`src/dts_pkg.sv`:
```
/*
 * Shared constants and types for the DDR2 command spacing pair: the
 * controller end and the memory end. Assumes a single 40 MHz clock that
 * both ends run on, and command fields sampled on its rising edge.
 */
`default_nettype none
package dts_pkg;
    localparam int CLK_PS = 25000;

    // A least time rounds up to whole cycles and never drops below floor_c.
    function automatic int least_cyc(input int ps, input int floor_c);
        int c;
        c = (ps + CLK_PS - 1) / CLK_PS;
        return (c < floor_c) ? floor_c : c;
    endfunction

    localparam int T_RRD_X8_PS   = 7500;
    localparam int T_RRD_X16_PS  = 10000;
    localparam int T_WR_PS       = 15000;
    localparam int T_WTR_PS      = 7500;
    localparam int T_RTP_PS      = 7500;
    localparam int T_RFC_PS      = 130000;
    localparam int T_XSNR_ADD_PS = 10000;
    localparam int T_OIT_PS      = 12000;

    localparam int RRD_X8_CYC  = least_cyc(T_RRD_X8_PS, 2);
    localparam int RRD_X16_CYC = least_cyc(T_RRD_X16_PS, 2);
    localparam int WR_CYC      = least_cyc(T_WR_PS, 1);
    localparam int WTR_CYC     = least_cyc(T_WTR_PS, 1);
    localparam int RTP_CYC     = least_cyc(T_RTP_PS, 1);
    localparam int RFC_CYC     = least_cyc(T_RFC_PS, 1);
    localparam int XSNR_CYC    = least_cyc(T_RFC_PS + T_XSNR_ADD_PS, 1);
    // A longest time rounds down, but never below one cycle.
    localparam int OIT_CYC     = (T_OIT_PS / CLK_PS < 1) ? 1
                                 : T_OIT_PS / CLK_PS;

    localparam int CCD_CYC    = 2;
    localparam int CKE_CYC    = 3;
    localparam int XSRD_CYC   = 200;
    localparam int XP_CYC     = 2;
    localparam int XARD_CYC   = 2;
    localparam int XARDS_667  = 7;
    localparam int XARDS_800  = 8;
    localparam int MRD_CYC    = 2;
    localparam int RP_CYC     = 2;
    localparam int ANPD_CYC   = 3;
    localparam int AXPD_CYC   = 8;
    localparam int AOND_CYC   = 2;
    localparam int AOFD_CYC   = 3;
    localparam int AL_CYC     = 0;
    localparam int CL_CYC     = 3;
    localparam int BL         = 4;
    localparam int WL_CYC     = AL_CYC + CL_CYC - 1;

    localparam int A_AP_BIT        = 10;
    localparam int MR_PDX_SLOW_BIT = 12;
    localparam int EMR_DQS_DIS_BIT = 10;
    localparam int EMR_OCD_LSB     = 7;
    localparam int OCD_W           = 3;
    localparam logic [2:0] BA_MR   = 3'h0;
    localparam logic [2:0] BA_EMR  = 3'h1;

    typedef enum logic [2:0] {
        CMD_NOP = 3'h0,
        CMD_ACT = 3'h1,
        CMD_RD  = 3'h2,
        CMD_WR  = 3'h3,
        CMD_PRE = 3'h4,
        CMD_MRS = 3'h5,
        CMD_REF = 3'h6
    } dts_cmd_type;

    typedef enum logic [3:0] {
        OP_ACT  = 4'h0,
        OP_RD   = 4'h1,
        OP_WR   = 4'h2,
        OP_PRE  = 4'h3,
        OP_MRS  = 4'h4,
        OP_REF  = 4'h5,
        OP_PDE  = 4'h6,
        OP_SRE  = 4'h7,
        OP_EXIT = 4'h8
    } dts_op_type;

    typedef enum logic [2:0] {
        ST_IDLE = 3'b001,
        ST_PD   = 3'b010,
        ST_SR   = 3'b100
    } dts_state_type;
endpackage
`default_nettype wire

```
`src/dts_ddr_if.sv`:
```
/*
 * Command pins between the controller end and the memory end.
 * Assumes both ends share clk; every signal is driven from a flip-flop.
 */
`timescale 1ns/1ps
`default_nettype none
interface dts_ddr_if;
    logic                cke;
    dts_pkg::dts_cmd_type cmd;
    logic [2:0]          ba;
    logic [13:0]         a;
    logic                odt;

    modport ctrl (output cke, output cmd, output ba, output a, output odt);
    modport mem  (input cke, input cmd, input ba, input a, input odt);
endinterface
`default_nettype wire

```
`src/dts_ctrl.sv`:
```
/*
 * Controller end: takes one user operation at a time and issues it on
 * the command pins only once every spacing window allows it.
 * Assumes a free-running clock and a user that holds a request until ack.
 */
`timescale 1ns/1ps
`default_nettype none
module dts_ctrl #(
    parameter bit X16      = 1'b0,
    parameter bit GRADE800 = 1'b0
) (
    input  wire logic                clk,
    input  wire logic                rst,
    input  wire logic                req_valid,
    input  wire dts_pkg::dts_op_type req_op,
    input  wire logic [2:0]          req_ba,
    input  wire logic [13:0]         req_a,
    input  wire logic                odt_req,
    output logic                     req_ack_q,
    output logic                     pd_q,
    output logic                     sr_q,
    dts_ddr_if.ctrl                  pins
);
    localparam int AP = dts_pkg::A_AP_BIT;
    localparam int WEND = dts_pkg::WL_CYC + dts_pkg::BL / 2;
    localparam int RTP_OR_BL = (dts_pkg::RTP_CYC > dts_pkg::BL / 2)
                               ? dts_pkg::RTP_CYC : dts_pkg::BL / 2;
    localparam int XARDS = (GRADE800 ? dts_pkg::XARDS_800
                           : dts_pkg::XARDS_667) - dts_pkg::AL_CYC;

    dts_pkg::dts_state_type state_q;
    logic [7:0] act_q, col_q, rd_q, pre_q, any_q, nrd_q, cke_cnt_q, odt_lk_q;
    logic [7:0] act_ld, col_ld, rd_ld, pre_ld, any_ld, nrd_ld, odt_lk_ld;
    logic [7:0] odt_age_q;
    logic [7:0] open_q;
    logic       slow_q;
    logic       active_pd_q;
    logic       ok;
    logic       issue;

    // A load of n lets the next gated command out n+1 cycles later; a
    // window already longer is never shortened by a later command.
    function automatic logic [7:0] nxt(input logic [7:0] cur,
                                       input logic [7:0] ld);
        logic [7:0] dec;
        dec = (cur == 8'h00) ? 8'h00 : cur - 8'h01;
        return (ld > dec) ? ld : dec;
    endfunction

    function automatic logic [7:0] win(input int cyc);
        return 8'(cyc - 1);
    endfunction

    always_comb begin
        ok = 1'b0;
        if (state_q == dts_pkg::ST_IDLE) begin
            unique case (req_op)
                dts_pkg::OP_ACT: ok = act_q == 8'h00 && nrd_q == 8'h00
                                      && any_q == 8'h00;
                dts_pkg::OP_RD:  ok = col_q == 8'h00 && rd_q == 8'h00
                                      && any_q == 8'h00;
                dts_pkg::OP_WR:  ok = col_q == 8'h00 && nrd_q == 8'h00
                                      && any_q == 8'h00;
                dts_pkg::OP_PRE: ok = pre_q == 8'h00 && nrd_q == 8'h00
                                      && any_q == 8'h00;
                dts_pkg::OP_MRS, dts_pkg::OP_REF:
                    ok = act_q == 8'h00 && nrd_q == 8'h00
                         && any_q == 8'h00;
                dts_pkg::OP_PDE, dts_pkg::OP_SRE:
                    ok = cke_cnt_q == 8'h00 && nrd_q == 8'h00
                         && any_q == 8'h00 && odt_lk_q == 8'h00
                         && odt_age_q >= 8'(dts_pkg::ANPD_CYC)
                         && odt_req == pins.odt;
                default: ok = 1'b0;
            endcase
        end else begin
            ok = req_op == dts_pkg::OP_EXIT && cke_cnt_q == 8'h00;
        end
    end

    assign issue = req_valid && ok && !req_ack_q;

    always_comb begin
        act_ld    = 8'h00;
        col_ld    = 8'h00;
        rd_ld     = 8'h00;
        pre_ld    = 8'h00;
        any_ld    = 8'h00;
        nrd_ld    = 8'h00;
        odt_lk_ld = 8'h00;
        if (issue) begin
            unique case (req_op)
                dts_pkg::OP_ACT:
                    act_ld = win(X16 ? dts_pkg::RRD_X16_CYC
                                 : dts_pkg::RRD_X8_CYC);
                dts_pkg::OP_RD: begin
                    col_ld = win(dts_pkg::CCD_CYC);
                    pre_ld = win(dts_pkg::AL_CYC + RTP_OR_BL);
                    if (req_a[AP]) begin
                        act_ld = win(dts_pkg::AL_CYC + RTP_OR_BL
                                     + dts_pkg::RP_CYC);
                    end
                end
                dts_pkg::OP_WR: begin
                    col_ld = win(dts_pkg::CCD_CYC);
                    rd_ld  = win(WEND + dts_pkg::WTR_CYC);
                    pre_ld = win(WEND + dts_pkg::WR_CYC);
                    if (req_a[AP]) begin
                        act_ld = win(WEND + dts_pkg::WR_CYC
                                     + dts_pkg::RP_CYC);
                    end
                end
                dts_pkg::OP_PRE: act_ld = win(dts_pkg::RP_CYC);
                dts_pkg::OP_MRS: any_ld = win(dts_pkg::MRD_CYC);
                dts_pkg::OP_REF: any_ld = win(dts_pkg::RFC_CYC);
                dts_pkg::OP_EXIT: begin
                    odt_lk_ld = win(dts_pkg::AXPD_CYC);
                    if (state_q == dts_pkg::ST_SR) begin
                        nrd_ld = win(dts_pkg::XSNR_CYC);
                        rd_ld  = win(dts_pkg::XSRD_CYC);
                    end else if (!active_pd_q) begin
                        any_ld = win(dts_pkg::XP_CYC);
                    end else if (slow_q) begin
                        rd_ld = win(XARDS);
                    end else begin
                        rd_ld = win(dts_pkg::XARD_CYC);
                    end
                end
                default: act_ld = 8'h00;
            endcase
        end
    end

    always_ff @(posedge clk or posedge rst) begin
        if (rst) begin
            act_q    <= 8'h00;
            col_q    <= 8'h00;
            rd_q     <= 8'h00;
            pre_q    <= 8'h00;
            any_q    <= 8'h00;
            nrd_q    <= 8'h00;
            odt_lk_q <= 8'h00;
        end else begin
            act_q    <= nxt(act_q, act_ld);
            col_q    <= nxt(col_q, col_ld);
            rd_q     <= nxt(rd_q, rd_ld);
            pre_q    <= nxt(pre_q, pre_ld);
            any_q    <= nxt(any_q, any_ld);
            nrd_q    <= nxt(nrd_q, nrd_ld);
            odt_lk_q <= nxt(odt_lk_q, odt_lk_ld);
        end
    end

    always_ff @(posedge clk or posedge rst) begin
        if (rst) begin
            state_q     <= dts_pkg::ST_IDLE;
            pins.cke    <= 1'b1;
            cke_cnt_q   <= 8'h00;
            active_pd_q <= 1'b0;
        end else if (issue && (req_op == dts_pkg::OP_PDE
                               || req_op == dts_pkg::OP_SRE)) begin
            // The clock never stops here, so the hold after a low CKE
            // edge is always met.
            state_q     <= (req_op == dts_pkg::OP_SRE) ? dts_pkg::ST_SR
                           : dts_pkg::ST_PD;
            pins.cke    <= 1'b0;
            cke_cnt_q   <= win(dts_pkg::CKE_CYC);
            active_pd_q <= |open_q;
        end else if (issue && req_op == dts_pkg::OP_EXIT) begin
            state_q   <= dts_pkg::ST_IDLE;
            pins.cke  <= 1'b1;
            cke_cnt_q <= win(dts_pkg::CKE_CYC);
        end else begin
            cke_cnt_q <= nxt(cke_cnt_q, 8'h00);
        end
    end

    always_ff @(posedge clk or posedge rst) begin
        if (rst) begin
            open_q <= 8'h00;
            slow_q <= 1'b0;
        end else if (issue) begin
            if (req_op == dts_pkg::OP_ACT) begin
                open_q[req_ba] <= 1'b1;
            end else if (req_op == dts_pkg::OP_PRE && req_a[AP]) begin
                open_q <= 8'h00;
            end else if ((req_op == dts_pkg::OP_PRE || req_a[AP])
                         && (req_op == dts_pkg::OP_PRE
                             || req_op == dts_pkg::OP_RD
                             || req_op == dts_pkg::OP_WR)) begin
                open_q[req_ba] <= 1'b0;
            end else if (req_op == dts_pkg::OP_MRS
                         && req_ba == dts_pkg::BA_MR) begin
                slow_q <= req_a[dts_pkg::MR_PDX_SLOW_BIT];
            end
        end
    end

    always_ff @(posedge clk or posedge rst) begin
        if (rst) begin
            pins.cmd  <= dts_pkg::CMD_NOP;
            pins.ba   <= 3'h0;
            pins.a    <= 14'h0000;
            req_ack_q <= 1'b0;
        end else begin
            req_ack_q <= issue;
            pins.ba   <= req_ba;
            pins.a    <= req_a;
            pins.cmd  <= dts_pkg::CMD_NOP;
            if (issue) begin
                unique case (req_op)
                    dts_pkg::OP_ACT: pins.cmd <= dts_pkg::CMD_ACT;
                    dts_pkg::OP_RD:  pins.cmd <= dts_pkg::CMD_RD;
                    dts_pkg::OP_WR:  pins.cmd <= dts_pkg::CMD_WR;
                    dts_pkg::OP_PRE: pins.cmd <= dts_pkg::CMD_PRE;
                    dts_pkg::OP_MRS: pins.cmd <= dts_pkg::CMD_MRS;
                    dts_pkg::OP_REF, dts_pkg::OP_SRE:
                        pins.cmd <= dts_pkg::CMD_REF;
                    default: pins.cmd <= dts_pkg::CMD_NOP;
                endcase
            end
        end
    end

    // Termination follows the user, also in power-down, where the memory
    // answers on its short path. It is frozen in self-refresh, on the exit
    // edge and for the lock window after exit, when neither path is timed.
    always_ff @(posedge clk or posedge rst) begin
        if (rst) begin
            pins.odt  <= 1'b0;
            odt_age_q <= 8'h00;
        end else if ((state_q == dts_pkg::ST_PD && !issue
                      || state_q == dts_pkg::ST_IDLE && odt_lk_q == 8'h00)
                     && odt_req != pins.odt) begin
            pins.odt  <= odt_req;
            odt_age_q <= 8'h00;
        end else if (odt_age_q != 8'hff) begin
            odt_age_q <= odt_age_q + 8'h01;
        end
    end

    always_ff @(posedge clk or posedge rst) begin
        if (rst) begin
            pd_q <= 1'b0;
            sr_q <= 1'b0;
        end else begin
            pd_q <= issue && req_op == dts_pkg::OP_PDE
                    || pd_q && !(issue && req_op == dts_pkg::OP_EXIT);
            sr_q <= issue && req_op == dts_pkg::OP_SRE
                    || sr_q && !(issue && req_op == dts_pkg::OP_EXIT);
        end
    end
endmodule
`default_nettype wire

```
`src/flat_wrapper.sv`:
```
// flat-port wrapper written by rule: the top's interface ports become plain ports
module dts_ctrl_flat 
#(
    parameter bit X16      = 1'b0,
    parameter bit GRADE800 = 1'b0
)
  (clk, rst, req_valid, req_op, req_ba, req_a, odt_req, req_ack_q, pd_q, sr_q, pins_cke, pins_cmd, pins_ba, pins_a, pins_odt);
  dts_ddr_if pins_i ();
  input  wire logic clk;
  input  wire logic rst;
  input  wire logic req_valid;
  input  wire dts_pkg::dts_op_type req_op;
  input  wire logic [2:0] req_ba;
  input  wire logic [13:0] req_a;
  input  wire logic odt_req;
  output logic req_ack_q;
  output logic pd_q;
  output logic sr_q;
  output wire logic [$bits(pins_i.cke)-1:0] pins_cke;
  output wire logic [$bits(pins_i.cmd)-1:0] pins_cmd;
  output wire logic [$bits(pins_i.ba)-1:0] pins_ba;
  output wire logic [$bits(pins_i.a)-1:0] pins_a;
  output wire logic [$bits(pins_i.odt)-1:0] pins_odt;
  assign pins_cke = pins_i.cke;
  assign pins_cmd = pins_i.cmd;
  assign pins_ba = pins_i.ba;
  assign pins_a = pins_i.a;
  assign pins_odt = pins_i.odt;
  dts_ctrl #(.X16(X16), .GRADE800(GRADE800)) u_core (.clk(clk), .rst(rst), .req_valid(req_valid), .req_op(req_op), .req_ba(req_ba), .req_a(req_a), .odt_req(odt_req), .req_ack_q(req_ack_q), .pd_q(pd_q), .sr_q(sr_q), .pins(pins_i));
endmodule
```
`config.mk`:
```
export PLATFORM = sky130hd
export DESIGN_NAME = dts_ctrl_flat
export DESIGN_NICKNAME = d
export VERILOG_FILES = /design/src/dts_pkg.sv /design/src/dts_ddr_if.sv /design/src/dts_ctrl.sv /design/src/flat_wrapper.sv
export SDC_FILE = /design/constraint.sdc
export NUM_CORES = 1
export LEC_CHECK = 0
export ABC_CLOCK_PERIOD_IN_PS = 6900
export BUFFER_PORTS_ARGS = -buffer_cell sky130_fd_sc_hd__buf_4
export CORE_MARGIN = 3
export CORE_UTILIZATION = 57
export CTS_CLUSTER_SIZE = 8
export DETAILED_ROUTE_END_ITERATION = 10
export PLACE_DENSITY = 0.76
export SYNTH_ARGS = -nofsm -noshare
export SYNTH_HDL_FRONTEND = slang
export SYNTH_SLANG_ARGS = --single-unit
```
`constraint.sdc`:
```
create_clock -name clk -period 6.9 [get_ports clk]
set_input_delay 0.69 -clock clk [delete_from_list [all_inputs] [get_ports clk]]
set_output_delay 0.69 -clock clk [all_outputs]
set_load 0.02 [all_outputs]
```
Word-level counts from Yosys, hierarchy flattened
Cells that the tools add are included.
{ "totals": {"reg_bits": 110, "in_bits": 25, "output_inout_bits": 25, "wordCells": 177} }
{ "classes": {"add_sub_neg": 9, "magnitude_cmp": 11, "eq_ne": 14, "mux": 56, "bitwise_logic": 6, "reduce_logical": 60} }
{ "ops": {"columns": ["op", "count"], "rows": [
  ["$mux 8", 34],
  ["$logic_not 8->1", 8],
  ["$sub 8x1->8 const B", 8],
  ["$gt 8x8->1", 7],
  ["$pmux 8 s3", 2],
  ["$logic_and 1x1->1", 29],
  ["$mux 3", 8],
  ["$pmux 3 s6", 1],
  ["$eq 4x3->1 const B", 4],
  ["$pmux 8 s2", 1],
  ["$add 8x1->8 const B", 1],
  ["$and 8x8->8", 1],
  ["$eq 4x2->1 const B", 2],
  ["$ge 8x2->1 const B", 1],
  ["$gt 1x8->1 const A", 1],
  ["$ne 8x8->1 const B", 1],
  ["$not 8->8", 1],
  ["$or 8x8->8", 1],
  ["$reduce_or 2->1", 4],
  ["$reduce_or 8->1", 1],
  ["$logic_or 1x1->1", 7],
  ["$mux 1", 6],
  ["$pmux 3 s2", 1],
  ["$pmux 1 s5", 1],
  ["other kinds (20)", 25]
]} }

Logic depth before layout (Yosys ltp)
{ "depth": {"depth_word": 15, "ltp_mapped": 17, "mapped_depth_nobuf": 15} }

Worst setup path after synthesis
Ideal clock, no wire load.
{ "synth_timing": {"path_type": "in2reg", "startpoint": "input req_op[2]", "endpoint": "register u_core.rd_q[0]", "setup_ps": 125, "t_arrival_ps": 4055, "required_time_ps": 6775, "setup_slack_ps": 2720, "cell_stages": 14, "path_buffers": 1, "cell_sequence": "clkbuf_1 nand3b_1 a211oi_1 nand3_2 a21oi_2 o21ai_4 or3_1 ha_1 inv_1 a21o_1 a21oi_1 o31a_1 a41oi_1 mux2_2"} }
{ "synth_between": {"elab_chain_len": 9, "word_cells_on_any_way": 20, "cone_classes": "1 x order compare; 8 x eq/ne; 5 x mux; 6 x reduce/logical"} }
{ "synth_lines": {"columns": ["item", "line", "source"], "rows": [
  ["start: declaration", "flat_wrapper.sv:12", "input wire dts_pkg::dts_op_type req_op;"],
  ["$eq 4x3->1 / $logic_not 4->1 (equally long branches)", "dts_ctrl.sv:57", "unique case (req_op)"],
  ["$reduce_or 3->1 (no source line) / $reduce_or 2->1 (equally long branches)", null, null],
  ["$pmux 1 s5", "dts_ctrl.sv:57", null],
  ["$mux 1", "dts_ctrl.sv:56", "if (state_q == dts_pkg::ST_IDLE) begin"],
  ["$logic_and 1x1->1 (2 in a row)", "dts_ctrl.sv:81", "assign issue = req_valid && ok && !req_ack_q;"],
  ["$mux 8 (*)", "dts_ctrl.sv:91", "if (issue) begin"],
  ["$gt 8x8->1", "dts_ctrl.sv:47", "return (ld > dec) ? ld : dec;"],
  ["$mux 8 (*)", "dts_ctrl.sv:47", null],
  ["end signal: assignment", "dts_ctrl.sv:146", "rd_q <= nxt(rd_q, rd_ld);"],
  ["end: declaration", "dts_ctrl.sv:32", "logic [7:0] act_q, col_q, rd_q, pre_q, any_q, nrd_q, cke_cnt_q, odt_lk_q;"]
]} }
Every way passes the cells marked *; elsewhere a longest branch is shown, timed or not.
A chain may end at the register's enable or synchronous reset.

Worst setup path in the final report
{ "layout_timing": {"startpoint": "register u_core.odt_lk_q[3]", "endpoint": "register u_core.rd_q[0]"} }
{ "layout_between": {"elab_chain_len": 11} }
{ "layout_lines": {"columns": ["item", "line", "source"], "rows": [
  ["start: declaration", "dts_ctrl.sv:32", null],
  ["start signal: assignment", "dts_ctrl.sv:150", "odt_lk_q <= nxt(odt_lk_q, odt_lk_ld);"],
  ["$logic_not 8->1 (*)", "dts_ctrl.sv:71", "&& any_q == 8'h00 && odt_lk_q == 8'h00"],
  ["$logic_and 1x1->1 (*)", "dts_ctrl.sv:71", null],
  ["$logic_and 1x1->1 (*)", "dts_ctrl.sv:72", "&& odt_age_q >= 8'(dts_pkg::ANPD_CYC)"],
  ["$logic_and 1x1->1 (*)", "dts_ctrl.sv:73", "&& odt_req == pins.odt;"],
  ["$pmux 1 s5 (*)", "dts_ctrl.sv:57", null],
  ["$mux 1 (*)", "dts_ctrl.sv:56", null],
  ["$logic_and 1x1->1 (*) (2 in a row)", "dts_ctrl.sv:81", null],
  ["$mux 8 (*)", "dts_ctrl.sv:91", null],
  ["$gt 8x8->1", "dts_ctrl.sv:47", null],
  ["$mux 8 (*)", "dts_ctrl.sv:47", null]
]} }
Marks and branches as above.

==> metrics.txt <==
Final Wtd Congestion 0.8620; max_cap viols 0; routed via count 4,995; # rows 38; pwr dens just under 400 nW/um^2; Layout area overhead 11.30%; cells on worst reg2reg path 13; min Tclk post-route between 4000 and 5000 ps; Hold Path Class primary input to asynchronous set/reset pin; CTS tree yes; CTS Hold Bufs 0; CP cell instances or4_4 > nor4b_4 > nand3_2 > a21oi_2 > o21ai_4 > or3_1 > ha_1 > inv_1 > a21o_1 > a21oi_1 > o31a_1 > a41oi_1 > mux2_2; Initial Util about three fifths; vias per std cell 5.890; fin nets 762; Rel. slew slack around 36%; yosys warns 0; Slew @ Worst Pin approximately 950 ps; WP data arrival 4940 ps; Routed Antenna Nets 0; initial antenna violation count 0; first-pass GRT wire length between 20,000 and 25,000 um; vias in the first global route 5,006; share of cells above drive strength 1 ~16%; most common cell in the synthesized netlist dfrtp_1; VDD IR max 0.0003043 V; drt initial violations between 400 and 500; top cell type's share of synthesized area approximately 42%; clock skew roughly 10 ps; Port Buffers 49; post_cts resized 0; Fillers ~890; Total Neg Setup Slack 0 ps; fraction of registers with async set/reset 100.0%; wire per inst approximately 16 um; Global Route Usage Sum 22.16%; Initial DRT Pass Iterations 5; Setup violations, final 0; global route total overflow 0; Post-Route WL 13,530 um; core area approximately 11,000 sq um; largest net degree at the start of global routing between 60 and 70; ys flop type dfrtp_1; Worst setup EP type flip-flop; post-synthesis cell count between 600 and 700; sequential fraction of the synthesis area about 43%; CTS root buffer clkbuf_16; total CTS buffers 9; worst endpoint required time 7140 ps; run status finished clean; Max Clk Rate between 200 and 250 MHz; Synth area leaders dfrtp_1 42%, ha_1 6.6%, nor2_1 4.9%, inv_1 3.6%, mux2i_1 3.1%; Final Power 2.814 mW; slowest CP cell a41oi_1; Final Hold Fails 0; Reg clk slew, reported paths roughly 70 ps; Syn Area/Cell between 9 and 10 sq um; area of the die roughly 13,000 sq um; Netlist Area Pre-Place 6414 sq um; CP Class flip-flop to flip-flop; RSZ-0062 raised after global routing no; ant diodes 0; worst-skew pair later-pin latency ~350 ps; level count of the clock H-tree 3; DP Wirelength between 10,000 and 15,000 um; largest area contributor in the netlist dfrtp_1; number of remaining DRC errors 0; leakage ~3.2 nW; largest stage delay on the critical path between 700 and 800 ps; Die Ht around 110 um; Max Root-Sink Buffers 2; clk sinks about 110; Slew Viols, Final 0; Yosys reg bits ~110; crit start category flip-flop; top post-synthesis cells by count 108 x dfrtp_1, 84 x nor2_1, 61 x inv_1, 34 x ha_1, 33 x nand2_1; Post-CTS Setup Bufs 0; syn_nets about 720; Post-synth EDFFs 0; hold_ws between 400 and 500 ps; Netlist cell types 78; crit share post-route approximately 68%; critical path peak fanout 10; I/O pin cnt 50; Die X 112.1 um
[final timing paths]
kind	start	endpoint	slack, ps
worst max-delay path	u_core.odt_lk_q[3]	u_core.rd_q[0]	2210
worst min-delay path	rst	u_core.col_q[7]	400
worst max register to register	u_core.odt_lk_q[3]	u_core.rd_q[0]	2210
worst min register to register	u_core.cke_cnt_q[0]	u_core.cke_cnt_q[0]	480
max in group asynchronous	rst	u_core.active_pd_q	5300
min in group clk	req_a[6]	u_core.pins.a[6]	440
[registers in the layout, indices dropped and copies added, names as in the netlist, 8 cells and up]
| register | count |
|---|---|
| u_core.pins.a | 14 |
| u_core.nrd_q | 8 |
| u_core.any_q | 8 |
| u_core.rd_q | 8 |
| u_core.open_q | 8 |
| u_core.act_q | 8 |
| u_core.cke_cnt_q | 8 |
| u_core.odt_lk_q | 8 |
| u_core.pre_q | 8 |
| u_core.odt_age_q | 8 |
| u_core.col_q | 8 |
[power breakdown]
group | switching, mW | internal (mW) | leakage, nW
sequential | 0.261 | 0.877 | 1.29
combinational | 0.669 | 0.535 | 1.74
clock | 0.226 | 0.246 | 0.130
[critical path, delay by kind of cell (launching register included)]
| kind | cells | cell delay, ps |
|---|---|---|
| adders and majority gates | 1 | 200 |
| buffers and inverters | 1 | 50 |
| DFF | 1 | 410 |
| AOI/OAI and AO/OA | 6 | 1810 |
| muxes | 1 | 410 |
| and+or+nand+nor | 4 | 1690 |
[area by class of cell]
cell class                 instances  area, sq um  share of cell area, %
multi-input combinational        471         3352                  46.96
timing repair buffer              51        382.9                  5.364
clock inverter                     5        35.03                 0.4908
sequential                       109         2729                  38.23
inverter                          61        231.5                  3.243
tap                              140        175.2                  2.454
clock buffer                      11        232.7                  3.260
[cells by family after synthesis]
family                     after synthesis  synth area share [%]
xor gates and xnor gates                35                 4.779
and+or+nand+nor                        249                 21.13
buffers and inverters                   85                 5.189
muxes                                   34                 5.579
adders and majority gates               35                 6.789
DFF                                    109                 42.55
AOI/OAI and AO/OA                      118                 13.99
[routing by layer]
metal	wire length, um	GRT usage (%)
met5	0	0
met3	593	5.822
met2	6738	37.89
met4	213	6.090
met1	5989	28.05
[cell usage in the layout (no fill, tap or decap), types with 7 or more instances in the layout]
| cell type | synthesis | routed |
|---|---|---|
| a2111oi_0 | 10 | 10 |
| a21oi_1 | 24 | 24 |
| a31oi_1 | 10 | 10 |
| buf_4 | 0 | 51 |
| clkbuf_16 | 0 | 9 |
| dfrtp_1 | 108 | 108 |
| ha_1 | 34 | 34 |
| inv_1 | 61 | 60 |
| mux2_2 | 12 | 12 |
| mux2i_1 | 20 | 20 |
| nand2_1 | 33 | 33 |
| nand2b_1 | 9 | 9 |
| nand3_1 | 8 | 8 |
| nand3b_1 | 7 | 7 |
| nor2_1 | 84 | 84 |
| nor3_1 | 23 | 23 |
| nor3b_1 | 12 | 12 |
| nor4_1 | 13 | 13 |
| o211ai_1 | 10 | 10 |
| o22ai_1 | 9 | 9 |
| or2_2 | 10 | 10 |
| or3_1 | 8 | 8 |
| xnor2_1 | 18 | 18 |
| xor2_1 | 17 | 17 |
[stage by stage]
step,util [%],worst slack [ps],cells,instance area (sq um)
after floorplan,-,2720,665,6414
after CTS,65.27,2207,848,7138
after detailed placement,62.83,2199,832,6870
final,65.27,2205,848,7138
after global routing,65.27,1921,848,7138
after global placement,62.83,2368,832,6870
Note: power is estimated with default switching activity, not from simulation.
